[config.mk]
export PLATFORM = sky130hd
export DESIGN_NAME = crpm_mapper
export DESIGN_NICKNAME = d
export VERILOG_FILES = /design/src/crpm_pkg.sv /design/src/crpm_unlock.sv /design/src/crpm_mapper.sv
export SDC_FILE = /design/constraint.sdc
export NUM_CORES = 1
export LEC_CHECK = 0
export ABC_AREA = 1
export BUFFER_PORTS_ARGS = -buffer_cell sky130_fd_sc_hd__buf_2
export CAP_MARGIN = 40
export CORE_MARGIN = 8
export CORE_UTILIZATION = 35
export CTS_CLUSTER_SIZE = 24
export DETAILED_ROUTE_END_ITERATION = 10
export GPL_TIMING_DRIVEN = 0
export HOLD_SLACK_MARGIN = 0.03
export SLEW_MARGIN = 40
export SYNTH_ARGS = -nofsm -noshare
export SYNTH_HDL_FRONTEND = slang
export SYNTH_HIERARCHICAL = 1
export SYNTH_SLANG_ARGS = --single-unit
[constraint.sdc]
create_clock -name CLK -period 3.6 [get_ports CLK]
set_input_delay 0.72 -clock CLK [delete_from_list [all_inputs] [get_ports CLK]]
set_output_delay 0.72 -clock CLK [all_outputs]
set_load 0.005 [all_outputs]
[src/crpm_pkg.sv]
// Constants and carrier types for the cartridge ROM page mapper.
// Assumes a single 10 MHz system clock and a synchronous reset.
package crpm_pkg;

  // Clock period of the system clock in nanoseconds.
  localparam int unsigned CLK_PERIOD_NS = 100;

  // I/O port decode: upper address byte of each port.
  localparam logic [7:0] HIGH_BANK_PORT_HI = 8'hDF;
  localparam logic [7:0] GATE_PORT_HI = 8'h7F;

  // Data-bit positions of the gate register family.
  localparam int unsigned SEL_HI_BIT = 7;
  localparam int unsigned SEL_LO_BIT = 6;
  localparam int unsigned SECONDARY_BIT = 5;
  localparam int unsigned LOWMAP_HI_BIT = 4;
  localparam int unsigned LOWMAP_LO_BIT = 3;
  localparam int unsigned GATE_UPPER_OFF_BIT = 3;
  localparam int unsigned GATE_LOWER_OFF_BIT = 2;

  // High-bank translation constants.
  localparam logic [7:0] DIRECT_PAGE_LIMIT = 8'h80;
  localparam logic [7:0] DISK_CODE_ALT = 8'h07;
  localparam logic [7:0] DISK_CODE_DEF = 8'h00;
  localparam logic [4:0] INTERP_PAGE = 5'h01;
  localparam logic [4:0] DISK_PAGE = 5'h03;

  // Reset values.
  localparam logic [7:0] HIGH_BANK_RESET = 8'h00;
  localparam logic [1:0] LOWMAP_RESET = 2'h0;
  localparam logic [2:0] LOW_PAGE_RESET = 3'h0;
  localparam logic [1:0] GATE_OFF_RESET = 2'h0;

  // Unlock sequence length.
  localparam int unsigned UNLOCK_LEN = 4;

  // CPU window numbers (address bits 15:14).
  localparam logic [1:0] WIN_0000 = 2'h0;
  localparam logic [1:0] WIN_4000 = 2'h1;
  localparam logic [1:0] WIN_8000 = 2'h2;
  localparam logic [1:0] WIN_C000 = 2'h3;

  // Low bank placement codes.
  typedef enum logic [1:0] {
    CRPM_LOW_AT_0000,
    CRPM_LOW_AT_4000,
    CRPM_LOW_AT_8000,
    CRPM_LOW_AT_0000_REGS
  } crpm_lowmap_e;

  // One CPU cycle as seen by the mapper.
  typedef struct packed {
    logic io_wr;
    logic mem_rd;
    logic mem_wr;
    logic [15:0] addr;
    logic [7:0] data;
  } crpm_cycle_s;

  // Memory steering result of the mapper.
  typedef struct packed {
    logic rom_sel;
    logic ram_wr;
    logic regpage_sel;
    logic [4:0] rom_page;
  } crpm_route_s;

endpackage

[src/crpm_unlock.sv]
// Feature lock: watches I/O writes for the unlock byte sequence.
// Assumes one I/O write pulse per cycle from the CPU interface.
`timescale 1ns/10ps
module crpm_unlock #(
  parameter logic [31:0] SEQ = 32'hA5_5A_C3_3C
) (
  input wire logic CLK,
  input wire logic RST,
  input wire logic IO_WR,
  input wire logic [7:0] IO_DATA,
  output logic OPEN
);

  // Number of bytes matched so far.
  logic [2:0] idx_q;
  // Lock state, closed after reset.
  logic open_q;

  // Byte expected next; the list runs from the top byte down.
  function automatic logic [7:0] seq_byte(input logic [2:0] i);
    seq_byte = SEQ[8'(31 - 8 * int'(i)) -: 8];
  endfunction

  // Match progress: a wrong byte restarts the match, and counts as the first byte if it equals it.
  always_ff @(posedge CLK) begin
    if (RST) begin
      idx_q <= 3'h0;
    end else if (IO_WR && !open_q) begin
      if (IO_DATA == seq_byte(idx_q)) begin
        idx_q <= idx_q + 3'h1;
      end else if (IO_DATA == seq_byte(3'h0)) begin
        idx_q <= 3'h1;
      end else begin
        idx_q <= 3'h0;
      end
    end
  end

  // The lock opens once the last byte of the list has matched.
  always_ff @(posedge CLK) begin
    if (RST) begin
      open_q <= 1'b0;
    end else if (IO_WR && !open_q && IO_DATA == seq_byte(idx_q) &&
                 idx_q == 3'(crpm_pkg::UNLOCK_LEN - 1)) begin
      open_q <= 1'b1;
    end
  end

  assign OPEN = open_q;

endmodule

[src/crpm_mapper.sv]
// Cartridge ROM page mapper: high-bank port, secondary low-bank map,
// ROM gating, write-through steering and the register page select.
// Assumes synchronous CPU strobes, one cycle per access, on CLK.
`timescale 1ns/10ps
module crpm_mapper #(
  parameter logic [31:0] UNLOCK_SEQ = 32'hA5_5A_C3_3C
) (
  input wire logic CLK,
  input wire logic RST,
  input wire crpm_pkg::crpm_cycle_s CPU,
  input wire logic DISK_CODE_ALT_SEL,
  input wire logic EXT_ROM_INHIBIT,
  input wire logic EXP_ROM_ACTIVE,
  input wire logic [4:0] EXP_ROM_PAGE,
  output crpm_pkg::crpm_route_s ROUTE,
  output logic [4:0] CART_ADDR_HI,
  output logic FEATURES_OPEN,
  output logic [1:0] GATE_OFF
);

  // Last value written to the high-bank port.
  logic [7:0] high_sel_q;
  // Low bank placement and page from the secondary register.
  logic [1:0] lowmap_q;
  logic [2:0] low_page_q;
  // ROM disable bits of the gate register: {upper, lower}.
  logic [1:0] gate_off_q;
  // Lock state from the sequence detector.
  logic lock_open;
  // Decoded writes, each high for the one cycle of its I/O strobe.
  logic hb_wr; // Write to the high-bank port.
  logic gate_fam_wr; // Write to the gate register family.
  logic rmr_wr; // Write that loads the secondary register.
  logic gate_wr; // Write that loads the gate bits.
  // Combinational steering for the cycle on the bus now.
  logic [1:0] win; // CPU window, address bits 15:14.
  logic low_hit; // Low bank ROM answers this window.
  logic high_hit; // High bank ROM answers this window.
  logic regs_hit; // Register page answers this window.
  logic rom_hit; // Cartridge ROM finally takes the cycle.
  logic [4:0] high_page; // Physical page of the high bank.
  logic [4:0] page; // Physical page shown for this cycle.
  logic disk_sel; // High bank currently shows the disk page.
  logic rom_live; // No expansion ROM claims this page number.
  // Next value of the registered steering outputs.
  crpm_pkg::crpm_route_s route_d;

  // Translate a high-bank port value into a physical page.
  function automatic logic [4:0] high_xlate(input logic [7:0] v,
                                            input logic alt);
    logic [7:0] code;
    code = alt ? crpm_pkg::DISK_CODE_ALT : crpm_pkg::DISK_CODE_DEF;
    if (v >= crpm_pkg::DIRECT_PAGE_LIMIT) begin
      high_xlate = v[4:0];
    end else if (v == code) begin
      high_xlate = crpm_pkg::DISK_PAGE;
    end else begin
      high_xlate = crpm_pkg::INTERP_PAGE;
    end
  endfunction

  // The sequence detector lives in its own module to keep the map clean.
  crpm_unlock #(
    .SEQ(UNLOCK_SEQ)
  ) u_unlock (
    .CLK(CLK),
    .RST(RST),
    .IO_WR(CPU.io_wr),
    .IO_DATA(CPU.data),
    .OPEN(lock_open)
  );

  // Port decode uses only the upper address byte, as the bus does.
  assign hb_wr = CPU.io_wr && CPU.addr[15:8] == crpm_pkg::HIGH_BANK_PORT_HI;
  assign gate_fam_wr = CPU.io_wr &&
                       CPU.addr[15:8] == crpm_pkg::GATE_PORT_HI &&
                       CPU.data[crpm_pkg::SEL_HI_BIT] &&
                       !CPU.data[crpm_pkg::SEL_LO_BIT];
  // Bit 5 only reaches the secondary register while unlocked.
  assign rmr_wr = gate_fam_wr && CPU.data[crpm_pkg::SECONDARY_BIT] &&
                  lock_open;
  assign gate_wr = gate_fam_wr && !rmr_wr;

  // High-bank port store; holds the raw byte so the disk code can change.
  always_ff @(posedge CLK) begin
    if (RST) begin
      high_sel_q <= crpm_pkg::HIGH_BANK_RESET;
    end else if (hb_wr) begin
      high_sel_q <= CPU.data;
    end
  end

  // Secondary register: placement and low page.
  always_ff @(posedge CLK) begin
    if (RST) begin
      lowmap_q <= crpm_pkg::LOWMAP_RESET;
      low_page_q <= crpm_pkg::LOW_PAGE_RESET;
    end else if (rmr_wr) begin
      lowmap_q <= CPU.data[crpm_pkg::LOWMAP_HI_BIT:
                           crpm_pkg::LOWMAP_LO_BIT];
      low_page_q <= CPU.data[2:0];
    end
  end

  // Gate register ROM disable bits; other bits belong to video logic.
  always_ff @(posedge CLK) begin
    if (RST) begin
      gate_off_q <= crpm_pkg::GATE_OFF_RESET;
    end else if (gate_wr) begin
      gate_off_q <= {CPU.data[crpm_pkg::GATE_UPPER_OFF_BIT],
                     CPU.data[crpm_pkg::GATE_LOWER_OFF_BIT]};
    end
  end

  // Window decode; the two banks are decoded separately.
  always_comb begin
    win = CPU.addr[15:14];
    high_page = high_xlate(high_sel_q, DISK_CODE_ALT_SEL);
    disk_sel = high_page == crpm_pkg::DISK_PAGE &&
               high_sel_q < crpm_pkg::DIRECT_PAGE_LIMIT;
    regs_hit = lowmap_q == 2'(crpm_pkg::CRPM_LOW_AT_0000_REGS) &&
               win == crpm_pkg::WIN_4000;
    // The placement code decides which window the low bank answers.
    case (crpm_pkg::crpm_lowmap_e'(lowmap_q))
      crpm_pkg::CRPM_LOW_AT_0000: low_hit = win == crpm_pkg::WIN_0000;
      crpm_pkg::CRPM_LOW_AT_4000: low_hit = win == crpm_pkg::WIN_4000;
      crpm_pkg::CRPM_LOW_AT_8000: low_hit = win == crpm_pkg::WIN_8000;
      crpm_pkg::CRPM_LOW_AT_0000_REGS: low_hit = win == crpm_pkg::WIN_0000;
      default: low_hit = 1'b0;
    endcase
    high_hit = win == crpm_pkg::WIN_C000;
    // Disables act wherever the bank sits; inhibit covers the disk page.
    low_hit = low_hit && !gate_off_q[0] && !EXT_ROM_INHIBIT;
    high_hit = high_hit && !gate_off_q[1] && !EXT_ROM_INHIBIT;
    page = high_hit ? high_page : {2'h0, low_page_q};
    // Expansion ROM on the same page number takes the cycle.
    rom_live = !(EXP_ROM_ACTIVE && EXP_ROM_PAGE == page);
    rom_hit = (low_hit || high_hit) && rom_live;
    // Only reads fetch from ROM; writes go on to RAM below.
    route_d.rom_sel = rom_hit && CPU.mem_rd;
    // The register page answers reads and writes alike.
    route_d.regpage_sel = regs_hit && (CPU.mem_rd || CPU.mem_wr);
    // Writes into ROM fall through to RAM; register page swallows them.
    route_d.ram_wr = CPU.mem_wr && !regs_hit;
    route_d.rom_page = page;
  end

  // Steering and cartridge address outputs are registered.
  always_ff @(posedge CLK) begin
    if (RST) begin
      // Nothing is steered anywhere while reset is held.
      ROUTE <= '0;
      CART_ADDR_HI <= 5'h00;
    end else begin
      ROUTE <= route_d;
      CART_ADDR_HI <= page;
    end
  end

  // Status outputs come straight from their flip-flops.
  assign FEATURES_OPEN = lock_open;
  assign GATE_OFF = gate_off_q;

  // A direct port value keeps its low five bits in the store.
  property p_high_page;
    @(posedge CLK) disable iff (RST)
      (hb_wr && CPU.data >= 8'h80) |=>
        high_sel_q[4:0] == $past(CPU.data[4:0]);
  endproperty
  a_high_page: assert property (p_high_page) else $error("high page");

  // Every port write replaces the whole stored byte.
  property p_hb_store;
    @(posedge CLK) disable iff (RST)
      hb_wr |=> high_sel_q == $past(CPU.data);
  endproperty
  a_hb_store: assert property (p_hb_store) else $error("port store");

  // A direct value drives its low five bits onto the address lines.
  property p_direct;
    @(posedge CLK) disable iff (RST)
      (high_sel_q >= 8'h80 && high_hit) |=>
        CART_ADDR_HI == $past(high_sel_q[4:0]);
  endproperty
  a_direct: assert property (p_direct) else $error("direct page");

  // Below 128 and not the disk code, the interpreter page shows.
  property p_interp;
    @(posedge CLK) disable iff (RST)
      (high_sel_q < 8'h80 && high_sel_q != 8'h00 && high_sel_q != 8'h07 &&
       win == 2'h3 && !gate_off_q[1] && !EXT_ROM_INHIBIT && !EXP_ROM_ACTIVE)
      |=> CART_ADDR_HI == 5'h01;
  endproperty
  a_interp: assert property (p_interp) else $error("interp page");

  // The disk code shows the disk page unless the high bank is off.
  property p_disk;
    @(posedge CLK) disable iff (RST)
      (win == 2'h3 && high_sel_q == (DISK_CODE_ALT_SEL ? 8'h07 : 8'h00) &&
       !gate_off_q[1] && !EXT_ROM_INHIBIT)
      |=> CART_ADDR_HI == 5'h03;
  endproperty
  a_disk: assert property (p_disk) else $error("disk page");

  // A secondary write takes placement and page from the data.
  property p_rmr_store;
    @(posedge CLK) disable iff (RST)
      rmr_wr |=> lowmap_q == $past(CPU.data[4:3]) &&
        low_page_q == $past(CPU.data[2:0]);
  endproperty
  a_rmr_store: assert property (p_rmr_store) else $error("map store");

  // The low bank shows its logical page as the physical page.
  property p_low_page;
    @(posedge CLK) disable iff (RST)
      low_hit |=> CART_ADDR_HI == {2'h0, $past(low_page_q)};
  endproperty
  a_low_page: assert property (p_low_page) else $error("low page");

  // While locked the secondary register cannot move.
  property p_locked;
    @(posedge CLK) disable iff (RST)
      !lock_open |=> $stable(lowmap_q) && $stable(low_page_q);
  endproperty
  a_locked: assert property (p_locked) else $error("lock leak");

  // While locked a bit 5 write loads the gate bits instead.
  property p_locked_gate;
    @(posedge CLK) disable iff (RST)
      (gate_fam_wr && !lock_open) |=> gate_off_q ==
        {$past(CPU.data[3]), $past(CPU.data[2])};
  endproperty
  a_locked_gate: assert property (p_locked_gate) else $error("gate");

  // An expansion ROM on the same page number takes the cycle.
  property p_exp_prio;
    @(posedge CLK) disable iff (RST)
      (EXP_ROM_ACTIVE && EXP_ROM_PAGE == page) |=> !ROUTE.rom_sel;
  endproperty
  a_exp_prio: assert property (p_exp_prio) else $error("exp prio");

  // The lower gate bit keeps the low bank off wherever it sits.
  property p_gate_low;
    @(posedge CLK) disable iff (RST)
      (gate_off_q[0] && win != crpm_pkg::WIN_C000) |=> !ROUTE.rom_sel;
  endproperty
  a_gate_low: assert property (p_gate_low) else $error("gate low");

  // Register page writes are swallowed, never passed to RAM.
  property p_regs_nowr;
    @(posedge CLK) disable iff (RST)
      (CPU.mem_wr && regs_hit) |=> !ROUTE.ram_wr && ROUTE.regpage_sel;
  endproperty
  a_regs_nowr: assert property (p_regs_nowr) else $error("reg wr");

  // Any other write falls through to RAM, ROM or not.
  property p_wthru;
    @(posedge CLK) disable iff (RST)
      (CPU.mem_wr && !regs_hit) |=> ROUTE.ram_wr && !ROUTE.rom_sel;
  endproperty
  a_wthru: assert property (p_wthru) else $error("write through");

  // The bus inhibit keeps every cartridge bank off.
  property p_inhibit;
    @(posedge CLK) disable iff (RST)
      EXT_ROM_INHIBIT |=> !ROUTE.rom_sel;
  endproperty
  a_inhibit: assert property (p_inhibit) else $error("inhibit");

  // The register page answers only in its window, with placement 11.
  property p_regs_win;
    @(posedge CLK) disable iff (RST)
      ROUTE.regpage_sel |-> $past(lowmap_q) == 2'h3 &&
        $past(CPU.addr[15:14]) == 2'h1;
  endproperty
  a_regs_win: assert property (p_regs_win) else $error("reg win");

  // Leaving reset: lock closed, register page off, page 0 at 0000h.
  property p_reset;
    @(posedge CLK) $fell(RST) |->
      !lock_open && lowmap_q == 2'h0 && low_page_q == 3'h0;
  endproperty
  a_reset: assert property (p_reset) else $error("reset state");

  c_unlock: cover property (@(posedge CLK) $rose(lock_open));
  c_rmr: cover property (@(posedge CLK) rmr_wr);
  c_disk: cover property (@(posedge CLK) disk_sel && ROUTE.rom_sel);
  c_exp: cover property (@(posedge CLK) EXP_ROM_ACTIVE && !rom_live);
  c_regpage: cover property (@(posedge CLK) ROUTE.regpage_sel);

endmodule

==> metrics.cfg <==
[status]
run_status=completed

[yosys]
yosys_warnings=6
synth_fp_nets=297
synth_adder_area_share=0.0364
synth_area_mm2=0.00172
synth_xor_area_frac=0
syn-instance-count=255
synth_compound_area_frac=0.0756
synth_top_family_by_area=simple AND/OR/NAND/NOR gates
yosysSeqAreaShare=0.314
synthTopCellsByArea=dfxtp_1, nand2_1, inv_1
synth_top_area_frac=0.314
yosysUniqueCellTypes=28
yosys.area.top_type=dfxtp_1
synth_seq_cells=27
synthMuxAreaShare=0
yosys.area_share.simple=0.437
syn_area_per_cell_um2=6.75

[sta]
rsz0062_at_grt=no
period_needed_ps=1630
finalClockSkew_ps=2.17
slew_headroom=0.792
max_freq_mhz=614
setup_viol=0
hold_viol_final=0
tns_ps=0
final_max_slew_viol_count=0
whs_ps=461
worstMarginPinSlew_ps=309
finalCritPeriodShare=0.453

[detailed_routing]
wl_um=3920
postRouteAntennaNets=0
drc=0
first_iter_violations=71
vias=1625
first_pass_iters=4
avgRoutedWirePerCell_um=10.6
via_per_inst=4.39

[grt]
grt.overflow.total=0
grt_pass1_vias=1541
antenna_found_initial=0
met2_usage=0.195
grtUsageMet1=0.121
grt_max_degree=16
grt_pass1_wl_um=6650
globalRouteTotalUtil=0.109
top_usage_layer=met2
grtUsageMet3=0.0344

[final_layout]
insertedDiodeCount=0
fill_cells=493
syn_to_final_growth_pct=20.4
nets=346
drive_gt1_frac=0.277

[pwr]
power.density_mw_per_mm2=268
p_total_w=0.000556
power.leakage_nw=1.14
ir_drop_mv=0.164

[run]
drv_cap=0

[floorplan]
initial_core_util=0.364
die_area_mm2=0.00741
ios=53
die_x_um=86.1
rows=25
die_y_um=86.1
core_mm2=0.00472

[worst_setup_path]
arrival_ps=910
crit_buf_inv=1
worst_setup_path_end_kind=primary output
cp_top_family=flip-flops
cp-start-kind=flop
worstSetupPathType=flop to primary output
worst-path-stages=1
cp.required_ps=2880
slowest_delay_ps=470
reg2reg_depth=9
path_cells=buf_2
cp_max_fo=3
critPathSlowestCell=dfxtp_1

[placement]
dp_hpwl_um=3250
port_buffers=44
finalWeightedCongestion=0.849

[clock_network]
clk_latency_ps=270
cts_setup_buffers=0
cts_max_level=1
cts_sinks=27
cts_tree=yes
cts_buffers=3
cts.clk_slew.worst_paths_ps=100
ctsResizeCount=0
clockRootBuffer=clkbuf_8
clockBufferDepth=2
hold_buffers=0

[hold_path]
hp-class=flop to flop
holdPathStages=2

## tightest hold or removal path: cells and delay by family (launching register included)
kind | cells | cell delay, ps
buffers and inverters | 1 | 60
AO/OA/AOI/OAI | 1 | 60
flip-flops | 1 | 310
## logic make-up after synthesis
logic type                 after synthesis
AOI/OAI and AO/OA                       25
buffers and inverters                   55
adders and majority gates                5
and+or+nand+nor                        143
DFF                                     27
## flip-flops by register name, indices dropped and copies added (netlist names)
name,count
CART_ADDR_HI,5
ROUTE,3
u_unlock/OPEN,1
high_sel_q,8
u_unlock/idx_q,3
GATE_OFF,2
lowmap_q,2
low_page_q,3
## final cells by class
class	instances	area (µm²)	share of cell area
buffer	7	50.0	0.0242
clock buffer	3	41.3	0.0199
clock inverter	1	5.00	0.00242
inverter	48	185	0.0894
multi-input combinational	173	945	0.456
sequential	27	541	0.261
tap	67	83.8	0.0405
timing repair buffer	44	220	0.106
## per-layer routing
metal,wire length (µm),vias to the layer above
li1,-,887
met1,1820,700
met2,1840,36
met3,236,2
met4,24,0
met5,0,-
## cell usage after synthesis
master / count
and2_4: 1
nand3_1: 20
nand2_4: 2
o21ai_0: 9
nor3_2: 1
nor2_4: 1
dfxtp_1: 27
nor2_1: 34
nor2_2: 2
nand3b_4: 1
buf_2: 1
nor2_8: 2
inv_2: 7
nand2_1: 61
ha_1: 5
nand3_2: 3
nand2_2: 4
a211oi_1: 1
clkinv_4: 1
nor3_1: 1
nand4_1: 6
nand3_4: 1
nand4_2: 1
inv_1: 40
a21oi_1: 14
nor4_4: 2
o31ai_1: 1
buf_4: 6
## layout by cell type (no fill, tap or decap), drive strengths merged
cell	instances
clkbuf	3
o21ai	9
clkinv	2
nor3	2
nand3b	1
nor2	39
dfxtp	27
nand2	67
nor4	2
a21oi	14
nand3	24
inv	47
ha	5
buf	51
o31ai	1
and2	1
a211oi	1
nand4	7
## path summary, 6_finish.rpt
path                            slack, ps            end     startpoint
worst max-delay path                 1970    GATE_OFF[1]    GATE_OFF[1]
worst min-delay path                  460  high_sel_q[5]  high_sel_q[5]
worst max register to register       2240       ROUTE[7]    GATE_OFF[1]
worst min register to register        460  high_sel_q[5]  high_sel_q[5]
## through the flow
stage,utilization,instance area (µm²),cells,setup WS [ps]
final,0.438,2070,370,1970
after global routing,0.438,2070,370,1930
after detailed placement,0.429,2020,366,1790
after global placement,0.429,2020,366,1790
after CTS,0.438,2070,370,1960
after floorplan,-,1720,255,2040
## power by group
part / internal (W) / leakage, nW / switching, W
clock: 0.0000777 / 0.0255 / 0.000100
combinational: 0.0000293 / 0.895 / 0.0000477
sequential: 0.000300 / 0.218 / 0.000000686
total: 0.000407 / 1.14 / 0.000148
No activity file was read; power rests on OpenSTA's default activity.
